===== src/verilog/pio1_map.vh =====
/*
 * register map, field positions, reset values and mode codes for the
 * eight-pin general-purpose port. assumes a 32-bit AXI4-Lite register bus.
 */
`ifndef PIO1_MAP_VH
`define PIO1_MAP_VH

// ==========================================================
// register byte addresses (low 16 bits of the system address)
`define PIO1_ADDR_W          16
`define PIO1_OFF_DIRECTION   16'hfeb0
`define PIO1_OFF_LEVEL_VIEW  16'hff50
`define PIO1_OFF_OUT_LATCH   16'hff60
`define PIO1_OFF_STBY_CTRL   16'hff70
`define PIO1_OFF_TMR_CTRL    16'hff74
`define PIO1_OFF_STATUS      16'hff78

// ==========================================================
// widths and reset values
`define PIO1_PIN_W           8
`define PIO1_DIR_RST         8'h00
`define PIO1_OUT_RST         8'h00
`define PIO1_TMR_RST         8'h00
`define PIO1_UNDEF_READ      8'h00

// ==========================================================
// field positions
`define PIO1_ADDR_PINS_HI    3
`define PIO1_MODE_W          3
`define PIO1_STBY_HOLD_BIT   0

// ==========================================================
// operating mode codes and power states
`define PIO1_MODE_ADDR_LO    3'h4
`define PIO1_MODE_ADDR_HI    3'h6
`define PIO1_PWR_W           2
`define PIO1_PWR_RUN         2'h0
`define PIO1_PWR_MANUAL      2'h1
`define PIO1_PWR_SW_STBY     2'h2
`define PIO1_PWR_HW_STBY     2'h3

// ==========================================================
// bus responses
`define PIO1_RESP_OKAY       2'h0
`define PIO1_RESP_SLVERR     2'h2

`endif


===== src/verilog/pio1_port.v =====
/*
 * eight-pin general-purpose port with direction, output latch and pin-level
 * view registers behind an AXI4-Lite slave. assumes power-state inputs are
 * synchronous to mclk; pins pass a two-flop synchroniser; timer and address sources are external.
 */
// Added by the designer: register access over AXI4-Lite.
`timescale 1ns/100ps
`include "pio1_map.vh"

// Summary of operation
// - direction register eight bits, write only
// - direction one means output, zero input
// - direction cleared by power-on and hardware standby
// - manual reset clears timer override, keeps registers
// - standby control picks hold or release address pins
// - modes 1-3, 7: all pins plain I/O
// - modes 4-6: pins 3-0 drive address when output
// - modes 4-6: pins 7-4 plain I/O
// - output latch eight bits read/write drives pins
// - output latch cleared by power-on and hardware standby
// - pin view read only, writes ignored
// - view returns latch if output, pin if input
// - view frozen in manual reset and software standby
// - each pin selects I/O or timer; pins 3-0 also address
// - enabled timer output overrides general output
module pio1_port (
    // clock and reset
    input  wire                     mclk,
    input  wire                     rst,
    // power state and operating mode
    input  wire [`PIO1_PWR_W-1:0]   pwr_state,
    input  wire [`PIO1_MODE_W-1:0]  op_mode,
    // shared sources
    input  wire [`PIO1_PIN_W-1:0]   addr_upper,
    input  wire [`PIO1_PIN_W-1:0]   tmr_out_val,
    // pins
    input  wire [`PIO1_PIN_W-1:0]   pin_in,
    output reg  [`PIO1_PIN_W-1:0]   pin_out,
    output reg  [`PIO1_PIN_W-1:0]   pin_oe_n,
    output reg  [`PIO1_PIN_W-1:0]   tmr_in_level,
    // axi4-lite write address
    input  wire [`PIO1_ADDR_W-1:0]  s_axi_awaddr,
    input  wire                     s_axi_awvalid,
    output reg                      s_axi_awready,
    // axi4-lite write data
    input  wire [31:0]              s_axi_wdata,
    input  wire [3:0]               s_axi_wstrb,
    input  wire                     s_axi_wvalid,
    output reg                      s_axi_wready,
    // axi4-lite write response
    output reg  [1:0]               s_axi_bresp,
    output reg                      s_axi_bvalid,
    input  wire                     s_axi_bready,
    // axi4-lite read address
    input  wire [`PIO1_ADDR_W-1:0]  s_axi_araddr,
    input  wire                     s_axi_arvalid,
    output reg                      s_axi_arready,
    // axi4-lite read data
    output reg  [31:0]              s_axi_rdata,
    output reg  [1:0]               s_axi_rresp,
    output reg                      s_axi_rvalid,
    input  wire                     s_axi_rready
);

    // ==========================================================
    // decode helpers
    function is_mapped;
        input [`PIO1_ADDR_W-1:0] a;
        begin
            is_mapped = (a == `PIO1_OFF_DIRECTION) || (a == `PIO1_OFF_LEVEL_VIEW) ||
                        (a == `PIO1_OFF_OUT_LATCH) || (a == `PIO1_OFF_STBY_CTRL) ||
                        (a == `PIO1_OFF_TMR_CTRL)  || (a == `PIO1_OFF_STATUS);
        end
    endfunction

    function addr_mode_of;
        input [`PIO1_MODE_W-1:0] m;
        begin
            addr_mode_of = (m >= `PIO1_MODE_ADDR_LO) && (m <= `PIO1_MODE_ADDR_HI);
        end
    endfunction

    // ==========================================================
    // state
    reg  [`PIO1_PIN_W-1:0] dir_reg;
    reg  [`PIO1_PIN_W-1:0] latch_reg;
    reg  [`PIO1_PIN_W-1:0] tmr_en_reg;
    reg                    stby_hold_reg;
    reg  [`PIO1_PIN_W-1:0] view_reg;
    reg  [`PIO1_PIN_W-1:0] sync1_reg;
    reg  [`PIO1_PIN_W-1:0] sync2_reg;
    reg  [`PIO1_ADDR_W-1:0] aw_reg;
    reg  [31:0]            wd_reg;
    reg  [3:0]             ws_reg;
    reg                    aw_have;
    reg                    w_have;

    wire hw_stby   = (pwr_state == `PIO1_PWR_HW_STBY);
    wire manual    = (pwr_state == `PIO1_PWR_MANUAL);
    wire sw_stby   = (pwr_state == `PIO1_PWR_SW_STBY);
    wire clear_all = rst | hw_stby;
    wire frozen    = manual | sw_stby;
    wire addr_mode = addr_mode_of(op_mode);

    // ==========================================================
    // pin synchroniser; first stage feeds only the second
    always @(posedge mclk) begin
        sync1_reg <= pin_in;
        sync2_reg <= sync1_reg;
    end

    // ==========================================================
    // write channel: address and data accepted in either order
    wire do_write = aw_have && w_have && !s_axi_bvalid;
    wire w_lane0  = ws_reg[0];

    always @(posedge mclk) begin
        if (rst) begin
            s_axi_awready <= 1'b0;
            s_axi_wready  <= 1'b0;
            s_axi_bvalid  <= 1'b0;
            s_axi_bresp   <= `PIO1_RESP_OKAY;
            aw_have       <= 1'b0;
            w_have        <= 1'b0;
            aw_reg        <= {`PIO1_ADDR_W{1'b0}};
            wd_reg        <= 32'h0000_0000;
            ws_reg        <= 4'h0;
        end else begin
            s_axi_awready <= !aw_have && !s_axi_awready && s_axi_awvalid;
            s_axi_wready  <= !w_have && !s_axi_wready && s_axi_wvalid;
            if (s_axi_awvalid && s_axi_awready) begin
                aw_have <= 1'b1;
                aw_reg  <= s_axi_awaddr;
            end
            if (s_axi_wvalid && s_axi_wready) begin
                w_have <= 1'b1;
                wd_reg <= s_axi_wdata;
                ws_reg <= s_axi_wstrb;
            end
            if (do_write) begin
                aw_have      <= 1'b0;
                w_have       <= 1'b0;
                s_axi_bvalid <= 1'b1;
                s_axi_bresp  <= is_mapped(aw_reg) ? `PIO1_RESP_OKAY : `PIO1_RESP_SLVERR;
            end else if (s_axi_bvalid && s_axi_bready) begin
                s_axi_bvalid <= 1'b0;
            end
        end
    end

    // ==========================================================
    // control registers; kept through manual reset and software standby
    always @(posedge mclk) begin
        if (clear_all) begin
            dir_reg   <= `PIO1_DIR_RST;
            latch_reg <= `PIO1_OUT_RST;
        end else if (do_write && w_lane0) begin
            if (aw_reg == `PIO1_OFF_DIRECTION)
                dir_reg <= wd_reg[`PIO1_PIN_W-1:0];
            if (aw_reg == `PIO1_OFF_OUT_LATCH)
                latch_reg <= wd_reg[`PIO1_PIN_W-1:0];
            // writes to the level view fall through unused
        end
    end

    always @(posedge mclk) begin
        if (clear_all) begin
            stby_hold_reg <= 1'b0;
        end else if (do_write && w_lane0 && aw_reg == `PIO1_OFF_STBY_CTRL) begin
            stby_hold_reg <= wd_reg[`PIO1_STBY_HOLD_BIT];
        end
    end

    // timer unit is reinitialised by a manual reset, dropping overrides
    always @(posedge mclk) begin
        if (clear_all || manual) begin
            tmr_en_reg <= `PIO1_TMR_RST;
        end else if (do_write && w_lane0 && aw_reg == `PIO1_OFF_TMR_CTRL) begin
            tmr_en_reg <= wd_reg[`PIO1_PIN_W-1:0];
        end
    end

    // ==========================================================
    // pin-level view: latch bit for outputs, synced pin for inputs
    always @(posedge mclk) begin
        if (clear_all) begin
            view_reg <= sync2_reg;
        end else if (!frozen) begin
            view_reg <= (dir_reg & latch_reg) | (~dir_reg & sync2_reg);
        end
    end

    // ==========================================================
    // pin drive
    wire [`PIO1_PIN_W-1:0] mux_val;
    wire [`PIO1_PIN_W-1:0] mux_on;

    pio1_pin_mux u_mux (
        .dir_bits   (dir_reg),
        .latch_bits (latch_reg),
        .addr_mode  (addr_mode),
        .addr_bits  (addr_upper),
        .tmr_en     (tmr_en_reg),
        .tmr_val    (tmr_out_val),
        .drive_val  (mux_val),
        .drive_on   (mux_on)
    );

    // address pins float in software standby unless hold is set
    wire [`PIO1_PIN_W-1:0] addr_mask = addr_mode ? {{`PIO1_PIN_W-4{1'b0}}, 4'hf}
                                                 : {`PIO1_PIN_W{1'b0}};
    wire [`PIO1_PIN_W-1:0] float_mask = (sw_stby && !stby_hold_reg) ? addr_mask
                                                                  : {`PIO1_PIN_W{1'b0}};

    always @(posedge mclk) begin
        if (clear_all) begin
            pin_out      <= `PIO1_OUT_RST;
            pin_oe_n     <= ~`PIO1_DIR_RST;
            tmr_in_level <= {`PIO1_PIN_W{1'b0}};
        end else begin
            pin_out      <= mux_val;
            pin_oe_n     <= ~(mux_on & ~float_mask);
            tmr_in_level <= sync2_reg;
        end
    end

    // ==========================================================
    // read channel, one cycle from address to data
    reg [31:0] rd_word;
    always @* begin
        rd_word = 32'h0000_0000;
        case (s_axi_araddr)
            `PIO1_OFF_DIRECTION:  rd_word[`PIO1_PIN_W-1:0] = `PIO1_UNDEF_READ;
            `PIO1_OFF_LEVEL_VIEW: rd_word[`PIO1_PIN_W-1:0] = view_reg;
            `PIO1_OFF_OUT_LATCH:  rd_word[`PIO1_PIN_W-1:0] = latch_reg;
            `PIO1_OFF_STBY_CTRL:  rd_word[`PIO1_STBY_HOLD_BIT] = stby_hold_reg;
            `PIO1_OFF_TMR_CTRL:   rd_word[`PIO1_PIN_W-1:0] = tmr_en_reg;
            `PIO1_OFF_STATUS:     rd_word[`PIO1_PIN_W-1:0] = mux_on;
            default:              rd_word = 32'h0000_0000;
        endcase
    end

    always @(posedge mclk) begin
        if (rst) begin
            s_axi_arready <= 1'b0;
            s_axi_rvalid  <= 1'b0;
            s_axi_rdata   <= 32'h0000_0000;
            s_axi_rresp   <= `PIO1_RESP_OKAY;
        end else begin
            s_axi_arready <= !s_axi_rvalid && !s_axi_arready && s_axi_arvalid;
            if (s_axi_arvalid && s_axi_arready) begin
                s_axi_rvalid <= 1'b1;
                s_axi_rdata  <= rd_word;
                s_axi_rresp  <= is_mapped(s_axi_araddr) ? `PIO1_RESP_OKAY
                                                        : `PIO1_RESP_SLVERR;
            end else if (s_axi_rvalid && s_axi_rready) begin
                s_axi_rvalid <= 1'b0;
            end
        end
    end

endmodule


===== src/verilog/pio1_pin_mux.v =====
/*
 * per-pin output mux for the port: chooses timer, address or latch data
 * and the output enable. assumes all inputs already registered/synchronous.
 */
`timescale 1ns/100ps
`include "pio1_map.vh"

module pio1_pin_mux (
    // control
    input  wire [`PIO1_PIN_W-1:0] dir_bits,
    input  wire [`PIO1_PIN_W-1:0] latch_bits,
    input  wire                   addr_mode,
    input  wire [`PIO1_PIN_W-1:0] addr_bits,
    // timer override
    input  wire [`PIO1_PIN_W-1:0] tmr_en,
    input  wire [`PIO1_PIN_W-1:0] tmr_val,
    // result
    output wire [`PIO1_PIN_W-1:0] drive_val,
    output wire [`PIO1_PIN_W-1:0] drive_on
);

    genvar i;
    generate
        for (i = 0; i < `PIO1_PIN_W; i = i + 1) begin : g_pin
            wire is_addr;
            assign is_addr = addr_mode && (i <= `PIO1_ADDR_PINS_HI);
            // timer output wins over everything else
            assign drive_on[i]  = tmr_en[i] | dir_bits[i];
            assign drive_val[i] = tmr_en[i] ? tmr_val[i] :
                                  is_addr   ? addr_bits[i] : latch_bits[i];
        end
    endgenerate

endmodule


===== config.mk =====
export PLATFORM = sky130hd
export DESIGN_NAME = pio1_port
export DESIGN_NICKNAME = d
export VERILOG_FILES = /design/src/verilog/pio1_port.v /design/src/verilog/pio1_pin_mux.v
export VERILOG_INCLUDE_DIRS = /design/src /design/src/verilog
export SDC_FILE = /design/constraint.sdc
export NUM_CORES = 1
export LEC_CHECK = 0
export BUFFER_PORTS_ARGS = -buffer_cell sky130_fd_sc_hd__buf_2
export CAP_MARGIN = 40
export CORE_MARGIN = 3
export CORE_UTILIZATION = 44
export CTS_CLUSTER_SIZE = 30
export DETAILED_ROUTE_END_ITERATION = 12
export GPL_TIMING_DRIVEN = 0
export PLACE_DENSITY = 0.83
export SLEW_MARGIN = 5
export SYNTH_ARGS = -nofsm -noshare
export SYNTH_HDL_FRONTEND = slang
export SYNTH_HIERARCHICAL = 1
export SYNTH_SLANG_ARGS = --single-unit

===== constraint.sdc =====
create_clock -name mclk -period 2.5 [get_ports mclk]
set_input_delay 0.25 -clock mclk [delete_from_list [all_inputs] [get_ports mclk]]
set_output_delay 0.25 -clock mclk [all_outputs]
set_load 0.1 [all_outputs]

; ---- After elaboration in Yosys (flattened, before gate mapping)
; Index checks and enable logic that the tools add are counted.
[word_totals]
inputBits = 104
regBits = 117
wordCells = 124
[op_classes]
magnitude_cmp = 2
bitwise_logic = 17
eq_ne = 16
mux = 24
n_reduce_logical = 42
[op_table]
columns = operator, n
row1 = $eq A16 B16 Y1 const B, 12
row2 = $pmux W7 S4, 1
row3 = $and A8 B8 Y8, 3
row4 = $logic_and A1 B1 Y1, 18
row5 = $mux W1, 16
row6 = $mux W8, 2
row7 = $not A8 Y8, 2
row8 = $logic_or A1 B1 Y1, 11
row9 = $or A1 B1 Y1, 10
row10 = $logic_not A1 Y1, 8
row11 = $mux W4, 2
row12 = $not A4 Y8, 1
row13 = $or A8 B8 Y8, 1
row14 = $pmux W1 S5, 1
row15 = $eq A2 B2 Y1 const B, 2
row16 = $mux W2, 2
row17 = $reduce_and A2 Y1, 2
row18 = $reduce_bool A2 Y1, 2
row19 = $ge A3 B3 Y1 const B, 1
row20 = $le A3 B3 Y1 const B, 1
row21 = $eq A2 B1 Y1 const B, 1
row22 = $ne A2 B2 Y1 const B, 1
row23 = $reduce_or A2 Y1, 1

; ---- Depth between registers and ports, before layout
; Gate-level depths: netlist of the first run.
[depth]
word_depth = 7
depth_mapped = 6
ltp_nobuf = 4

; ---- Hierarchy
; Netlist of the first run, hierarchy kept.
[modules_own_cells]
columns = module, area_per_inst_um2, cells_per_inst, n_inst
row1 = pio1_port, 4503.1, 472, 1
row2 = pio1_pin_mux, 181.4, 25, 1

; ---- Worst setup path before layout of the first run
; OpenSTA, ideal clock, no wires.
[synth_path]
kind = register to register
startpoint = register s_axi_bvalid
endpoint = register latch_reg[4]
t_arrival_ns = 1.981
setup_slack_ns = 0.386
synth_period_minus_slack_ns = 2.114
path_stages_with_launch = 6
cell_sequence = dfxtp_1 > nand3b_1 > or4_4 > buf_6 > o21ai_1 > a21oi_1
[synth_between]
elab_chain_cells = 4
[synth_rtl]
columns = element, line
row1 = "start, declared", pio1_port.v:52  ; output reg s_axi_bvalid,
row2 = "start signal, assigned", pio1_port.v:121  ; s_axi_bvalid <= 1'b0;
row3 = "start signal, assigned", pio1_port.v:143  ; s_axi_bvalid <= 1'b1;
row4 = "start signal, assigned", pio1_port.v:146  ; s_axi_bvalid <= 1'b0;
row5 = $logic_not A1 Y1, pio1_port.v:114  ; wire do_write = aw_have && w_have && !s_axi_bvalid;
row6 = $logic_and A1 B1 Y1, pio1_port.v:114
row7 = $logic_and A1 B1 Y1, pio1_port.v:157  ; end else if (do_write && w_lane0) begin
row8 = $reduce_and A2 Y1 (no line), -
row9 = "end signal, assigned", pio1_port.v:156  ; latch_reg <= `PIO1_OUT_RST;
row10 = "end signal, assigned", pio1_port.v:161  ; latch_reg <= wd_reg[`PIO1_PIN_W-1:0];
row11 = "end, declared", pio1_port.v:86  ; reg [`PIO1_PIN_W-1:0] latch_reg;
; Every way passes these cells.
; A chain may end at the register's enable or synchronous reset.

; ---- Final worst setup path of the first run
[layout_path]
startpoint = register aw_reg[9]
endpoint = register tmr_en_reg[6]
[layout_between]
elab_chain_cells = 2
[layout_rtl]
columns = element, line
row1 = "start, declared", pio1_port.v:92  ; reg [`PIO1_ADDR_W-1:0] aw_reg;
row2 = "start signal, assigned", pio1_port.v:125  ; aw_reg <= {`PIO1_ADDR_W{1'b0}};
row3 = "start signal, assigned", pio1_port.v:133  ; aw_reg <= s_axi_awaddr;
row4 = $eq A16 B16 Y1 (no line), -
row5 = $logic_and A1 B1 Y1 (no line), -
row6 = "end signal, assigned", pio1_port.v:177  ; tmr_en_reg <= `PIO1_TMR_RST;
row7 = "end signal, assigned", pio1_port.v:179  ; tmr_en_reg <= wd_reg[`PIO1_PIN_W-1:0];
row8 = "end, declared", pio1_port.v:87  ; reg [`PIO1_PIN_W-1:0] tmr_en_reg;
; Every way passes these cells.

==> impl_metrics.tcl, run 1 <==
set metrics [dict create \
    status "finished clean" \
    port_buffers 110 \
    cts_tree "done" \
    netlist_area_sq_mm 0.00468 \
    grt_max_degree 17 \
    grt.met2_usage_pct 34.8 \
    period_minus_slack_ps 1880 \
    dp_hpwl_mm 8.59 \
    dpl.cell_count 768 \
    reg2reg_to "tmr_en_reg[6]" \
    synth_edf_count 8 \
    drive_above_1_share_pct 30.2 \
    vdd_drop_max_v 0.000410 \
    core_sq_mm 0.0103 \
    hold_viol_final 0 \
    skew_ps 11.2 \
    firstDrtPassIters 4 \
    worst-path-buf-inv 1 \
    cts_buffers 17 \
    maxSlewViolCount 0 \
    synth_warnings 6 \
    clkTransAtPathRegs_ps 60 \
    crit_required_ps 2870 \
    postSynthAreaPerCell_sq_um 9.43 \
    route.detailed.drc 0 \
    crit_family "simple AND/OR/NAND/NOR gates" \
    syn_inst 497 \
    setup_viol 0 \
    hold_path.class "in -> reg" \
    cp_slowest_cell "or4_4" \
    min_period_over_period_pct 75.4 \
    rsz0062_at_grt "no" \
    end_kind "register" \
    r2r_cells 5 \
    cp.depth 5 \
    finalPower_mw 4.87 \
    io_pins 169 \
    routabilityCongestion 0.870 \
    cap_viol_max_count 0 \
    max_freq_mhz 531 \
    grt_use_met3_pct 6.28 \
    rrSetupSlack_ps 620 \
    setup.worst_path.end "tmr_en_reg[6]" \
    grt_pass1_wl_mm 18.9 \
    slowest_delay_ps 580 \
    yosysSeqAreaShare_pct 50.9 \
    cts_sinks 115 \
    max-slew-margin-rel_pct 34.5 \
    async_flop_share_pct 0 \
    synth-seq-cells 115 \
    synthDistinctLibCells 58 \
    crit_fanout 10 \
    critPathLaunch "aw_reg[9]" \
    busiest_layer "met2" \
    chipHeight_um 109 \
    routed_wl_mm 12.0 \
    grt.overflow.total 0 \
    htree_levels 4 \
    leakage_nw 2.65 \
    wl_per_cell_um 14.5 \
    cp-start-kind "register" \
    die_x_um 109 \
    grt_usage_pct 20.3 \
    clock_latency_ps 510 \
    diodes 0 \
    powerDensity_mw_per_mm2 759 \
    synth_ff_type "dfxtp_1" \
    finalSetupTns_ps 0 \
    worst_slew_pin_slew_ps 976 \
    largest_reg_flops 16 \
    die-area_sq_mm 0.0119 \
    clock_path_buffers 2 \
    antenna_found_initial 0 \
    areaGrowthSynthToFinish_pct 37.0 \
    drt_iter0_drc 203 \
    root_buffer "clkbuf_8" \
    via_per_inst 5.00 \
    r2r-start "aw_reg[9]" \
    vias 4156 \
    crit_chain "or3b_4 > or4_4 > buf_6 > o21ai_1 > a21oi_1" \
    met1_usage_pct 23.7 \
    cts_resized 0 \
    layoutNonFillerInstCount 832 \
    path_class "reg -> reg" \
    utilization_pct 62.2 \
    rows 37 \
    ant_nets 0 \
    grt_pass1_vias 3998 \
    arrival_ps 2260 \
    start_util_pct 45.4 \
    layout.nets 791 \
]
[worst min path at each step]
stage,to,depth (start not counted),slack (ps),start
after CTS,wd_reg[5],3,1,s_axi_wdata[5]
after detailed placement,sync2_reg[6],0,310,sync1_reg[6]
after global placement,sync2_reg[6],0,310,sync1_reg[6]
after floorplan,sync1_reg[0],0,280,pin_in[0]
final,wd_reg[5],3,10,s_axi_wdata[5]
after global routing,wd_reg[5],3,7,s_axi_wdata[5]
[area by class of cell]
class	count	area [sq um]
buffer	51	345
timing repair buffer	143	881
fill	830	3910
clock inverter	13	148
tap	136	170
clock buffer	18	439
inverter	5	18.8
multi-input combinational	351	2030
sequential	115	2380
[stage by stage]
step           worst slack, ps  hold WS, ps  cell area, sq um
2_1_floorplan              386          278              4780
3_3_place_gp               696          314              5500
3_5_place_dp               626          312              5500
4_1_cts                    616         1.24              6420
5_1_grt                    548         7.35              6420
6_report                   615         12.3              6420
[routing by layer]
layer / up-vias / share of wire [%] / wire length [um]
met4: 0 / 2.0 / 245
li1: 2070 / - / -
met3: 24 / 6.6 / 797
met5: - / 0 / 0
met1: 1901 / 42 / 5010
met2: 161 / 50 / 6000
[repair_timing]
item | CTS | global route
buffers inserted | 0 | 0
endpoints found under the hold margin | 33 | 0
hold buffers | 33 | 0
[report_power, final]
group          total [mW]  internal, mW  switching, mW
clock                2.37          1.48          0.881
sequential           1.94          1.91         0.0289
combinational       0.565         0.162          0.402
total                4.87          3.56           1.31
[synth_stat cells, drive strengths merged (2+ instances only)]
master	count	area share, %
nor4	2	0.59
a21oi	55	5.9
buf	40	6.4
nand2b	2	0.27
nand3b	3	0.48
nor3b	2	0.32
and2	18	2.4
or3	2	0.27
a32oi	8	1.5
nor2b	2	0.27
mux2	12	2.9
and3b	2	0.37
o21bai	2	0.32
nand3	26	2.8
inv	5	0.40
dfxtp	107	46
o21ai	38	4.1
nor2	7	0.56
clkbuf	10	0.80
a22o	7	1.3
nor4b	4	1.1
nor3	4	0.43
ha	3	0.80
or4	2	0.40
nand4	2	0.27
or2	13	1.7
a22oi	7	1.1
mux2i	5	1.1
edfxtp	8	5.1
nand2	80	6.4
o21a	2	0.32
[cell families after synthesis]
kind of cell	after synthesis	synth area share (%)
multiplexers	17	3.95
AO/OA/AOI/OAI	128	16.7
buffers and inverters	56	7.77
AND/OR/NAND/NOR	177	19.8
other	1	0.0801
flip-flops	115	50.9
adder cells (fa/ha/maj)	3	0.801
[cell usage in the layout, fill, tap and decap left out, types with 17 or more instances in the layout]
cell           netlist  routed
nand2_1             80      80
buf_2                4     114
nand3_1             26      26
and2_1              18      18
a21oi_1             55      55
buf_4               26      26
dlygate4sd3_1        0      33
clkbuf_16            0      17
o21ai_1             23      23
conb_1               1      26
dfxtp_1            107     107
[worst min-delay path, cell delays in order]
cell and delay [ps]:
buf_2 100, nand2_1 50, a21oi_1 60
Note: power is estimated with default switching activity, not from simulation.
==> run 2, diff against run 1 <==
- clock period: 2.5 -> 1.9 ns (I/O delays scaled with it)
==> run 2 against run 1 <==
Compared with the run above: combinational power rose by 34%; clock-buffer cell count rose by 1; utilization rose by 0.68 points; setup slack got worse by 480 ps; power rose by 26%; clock skew fell by 3.6 ps; critical path depth did not move; maximum frequency rose by 6.8%; clock power rose by 19%; non-clock buffer count rose by 12; register-to-register slack got worse by 480 ps.
==> impl_metrics.tcl, run 2 (synthesis gave the netlist of run 1 again) <==
set metrics [dict create \
    worst-path-buf-inv 1 \
    skew_ps 7.65 \
    clock_latency_ps 510 \
    met2_length_mm 5.87 \
    vdd_drop_max_v 0.000464 \
    leakage_nw 2.68 \
    multi_input_area_sq_mm 0.00204 \
    n_fill_cell 829 \
    grt_pass1_vias 4023 \
    rsz0062_at_grt "no" \
    firstDrtPassIters 5 \
    slowest_delay_ps 640 \
    finalSetupTns_ps 0 \
    crit_chain "nand3b_1 > or4_4 > buf_6 > o21ai_1 > a21oi_1" \
    grt_pass1_wl_mm 18.8 \
    root_buffer "clkbuf_8" \
    die-area_sq_mm 0.0119 \
    wl_per_cell_um 14.2 \
    grt_max_degree 17 \
    routed_wl_mm 12.0 \
    dpl.cell_count 768 \
    regArea_sq_mm 0.00239 \
    port_buffers 110 \
    end_kind "register" \
    cp_slowest_cell "or4_4" \
    highest_layer "met4" \
    areaGrowthSynthToFinish_pct 38.5 \
    largest_reg_flops 16 \
    final_area_sq_mm 0.00649 \
    path_class "reg -> reg" \
    route.detailed.drc 0 \
    cap_viol_max_count 0 \
    layout.nets 803 \
    clock_path_buffers 2 \
    status "finished clean" \
    utilization_pct 62.8 \
    dp_hpwl_mm 8.67 \
    via_per_inst 4.94 \
    wirelength_met1_mm 5.04 \
    powerDensity_mw_per_mm2 945 \
    io_pins 169 \
    diodes 0 \
    cts_tree "done" \
    cp-start-kind "register" \
    arrival_ps 2150 \
    min_period_over_period_pct 92.9 \
    grt.overflow.total 0 \
    max-slew-margin-rel_pct 43.0 \
    chipHeight_um 109 \
    rows 37 \
    ant_nets 0 \
    maxSlewViolCount 0 \
    crit_required_ps 2280 \
    setup_ws_ps 135 \
    max_freq_mhz 567 \
    grt_usage_pct 20.3 \
    core_sq_mm 0.0103 \
    hold_path.class "in -> reg" \
    clkTransAtPathRegs_ps 60 \
    worst_slew_pin_slew_ps 849 \
    start_util_pct 45.4 \
    final_common_cell "buf_2" \
    cts_buffers 17 \
    wl_met3_um 826 \
    hold_viol_final 0 \
    layoutNonFillerInstCount 845 \
    crit_fanout 10 \
    drive_above_1_share_pct 30.6 \
    cts_sinks 115 \
    drt_iter0_drc 237 \
    pre_cts_ws_ps 55.9 \
    period_minus_slack_ps 1760 \
    mostFrequentLayoutCells "buf_2 (114), dfxtp_1 (104), nand2_1 (80)" \
    routabilityCongestion 0.833 \
    antenna_found_initial 0 \
    crit_family "simple AND/OR/NAND/NOR gates" \
    dpl_cell_area_sq_mm 0.00550 \
    die_x_um 109 \
    vias 4177 \
    setup_viol 0 \
    htree_levels 4 \
]
run 2: changes by cell type in the layout (fill, tap and decap cells not counted), moves of 3 or more:
cell           change
dfxtp_1            -3
dlygate4sd3_1      +9
inv_6              -3
clkinv_2           +4
buf_4              +3
dfxtp_2            +3
run 2: final timing paths:
kind,start,to,slack [ps],cells after the start
setup / recovery,aw_have,tmr_en_reg[5],140,5
hold / removal,tmr_out_val[6],pin_out[6],40,3
setup reg to reg,aw_have,tmr_en_reg[5],140,5
hold reg to reg,sync1_reg[1],sync2_reg[1],320,0
run 2: metal layers:
metal / GRT usage (%) / up-vias
met5: 0 / -
met4: 7.12 / 0
met3: 5.21 / 25
met2: 35.5 / 160
met1: 24.0 / 1890
li1: - / 2102
run 2: final cells by class:
cell class,count,area share [%]
Buffer,51,5.32
Clock buffer,19,6.50
Clock inverter,13,1.74
Inverter,5,0.289
Multi-Input combinational cell,351,31.4
Sequential cell,115,36.8
Tap cell,136,2.62
Timing Repair Buffer,155,15.3
run 2: stage by stage:
stage | power, mW | hold WS, ps
detailed placement | 3.28 | 295
finish | 6.13 | 37.9
global placement | 3.27 | 294
global route | 6.32 | 38.4
CTS | 6.16 | 16.8
floorplan | 3.13 | 218
run 2: worst reg2reg max path, delay by kind of cell (launching register included):
| kind | cells | cell delay (ps) |
|---|---|---|
| AOI/OAI and AO/OA | 2 | 240 |
| buffers and inverters | 1 | 170 |
| DFF | 1 | 380 |
| and+or+nand+nor | 2 | 850 |
run 2: power by group:
| part | leakage (nW) | total (mW) | switching (mW) | internal [mW] |
|---|---|---|---|---|
| sequential | 0.956 | 2.55 | 0.0377 | 2.51 |
| combinational | 1.46 | 0.759 | 0.532 | 0.226 |
| clock | 0.258 | 2.82 | 1.10 | 1.72 |
| total | 2.68 | 6.13 | 1.66 | 4.46 |
run 2: repair_timing:
| item | CTS | global route |
|---|---|---|
| endpoints found under the setup margin | 0 | 14 |
| buffers inserted | 0 | 3 |
| hold endpoints to repair | 42 | 0 |
| gates resized for setup | 0 | 2 |
| hold buffers | 42 | 0 |
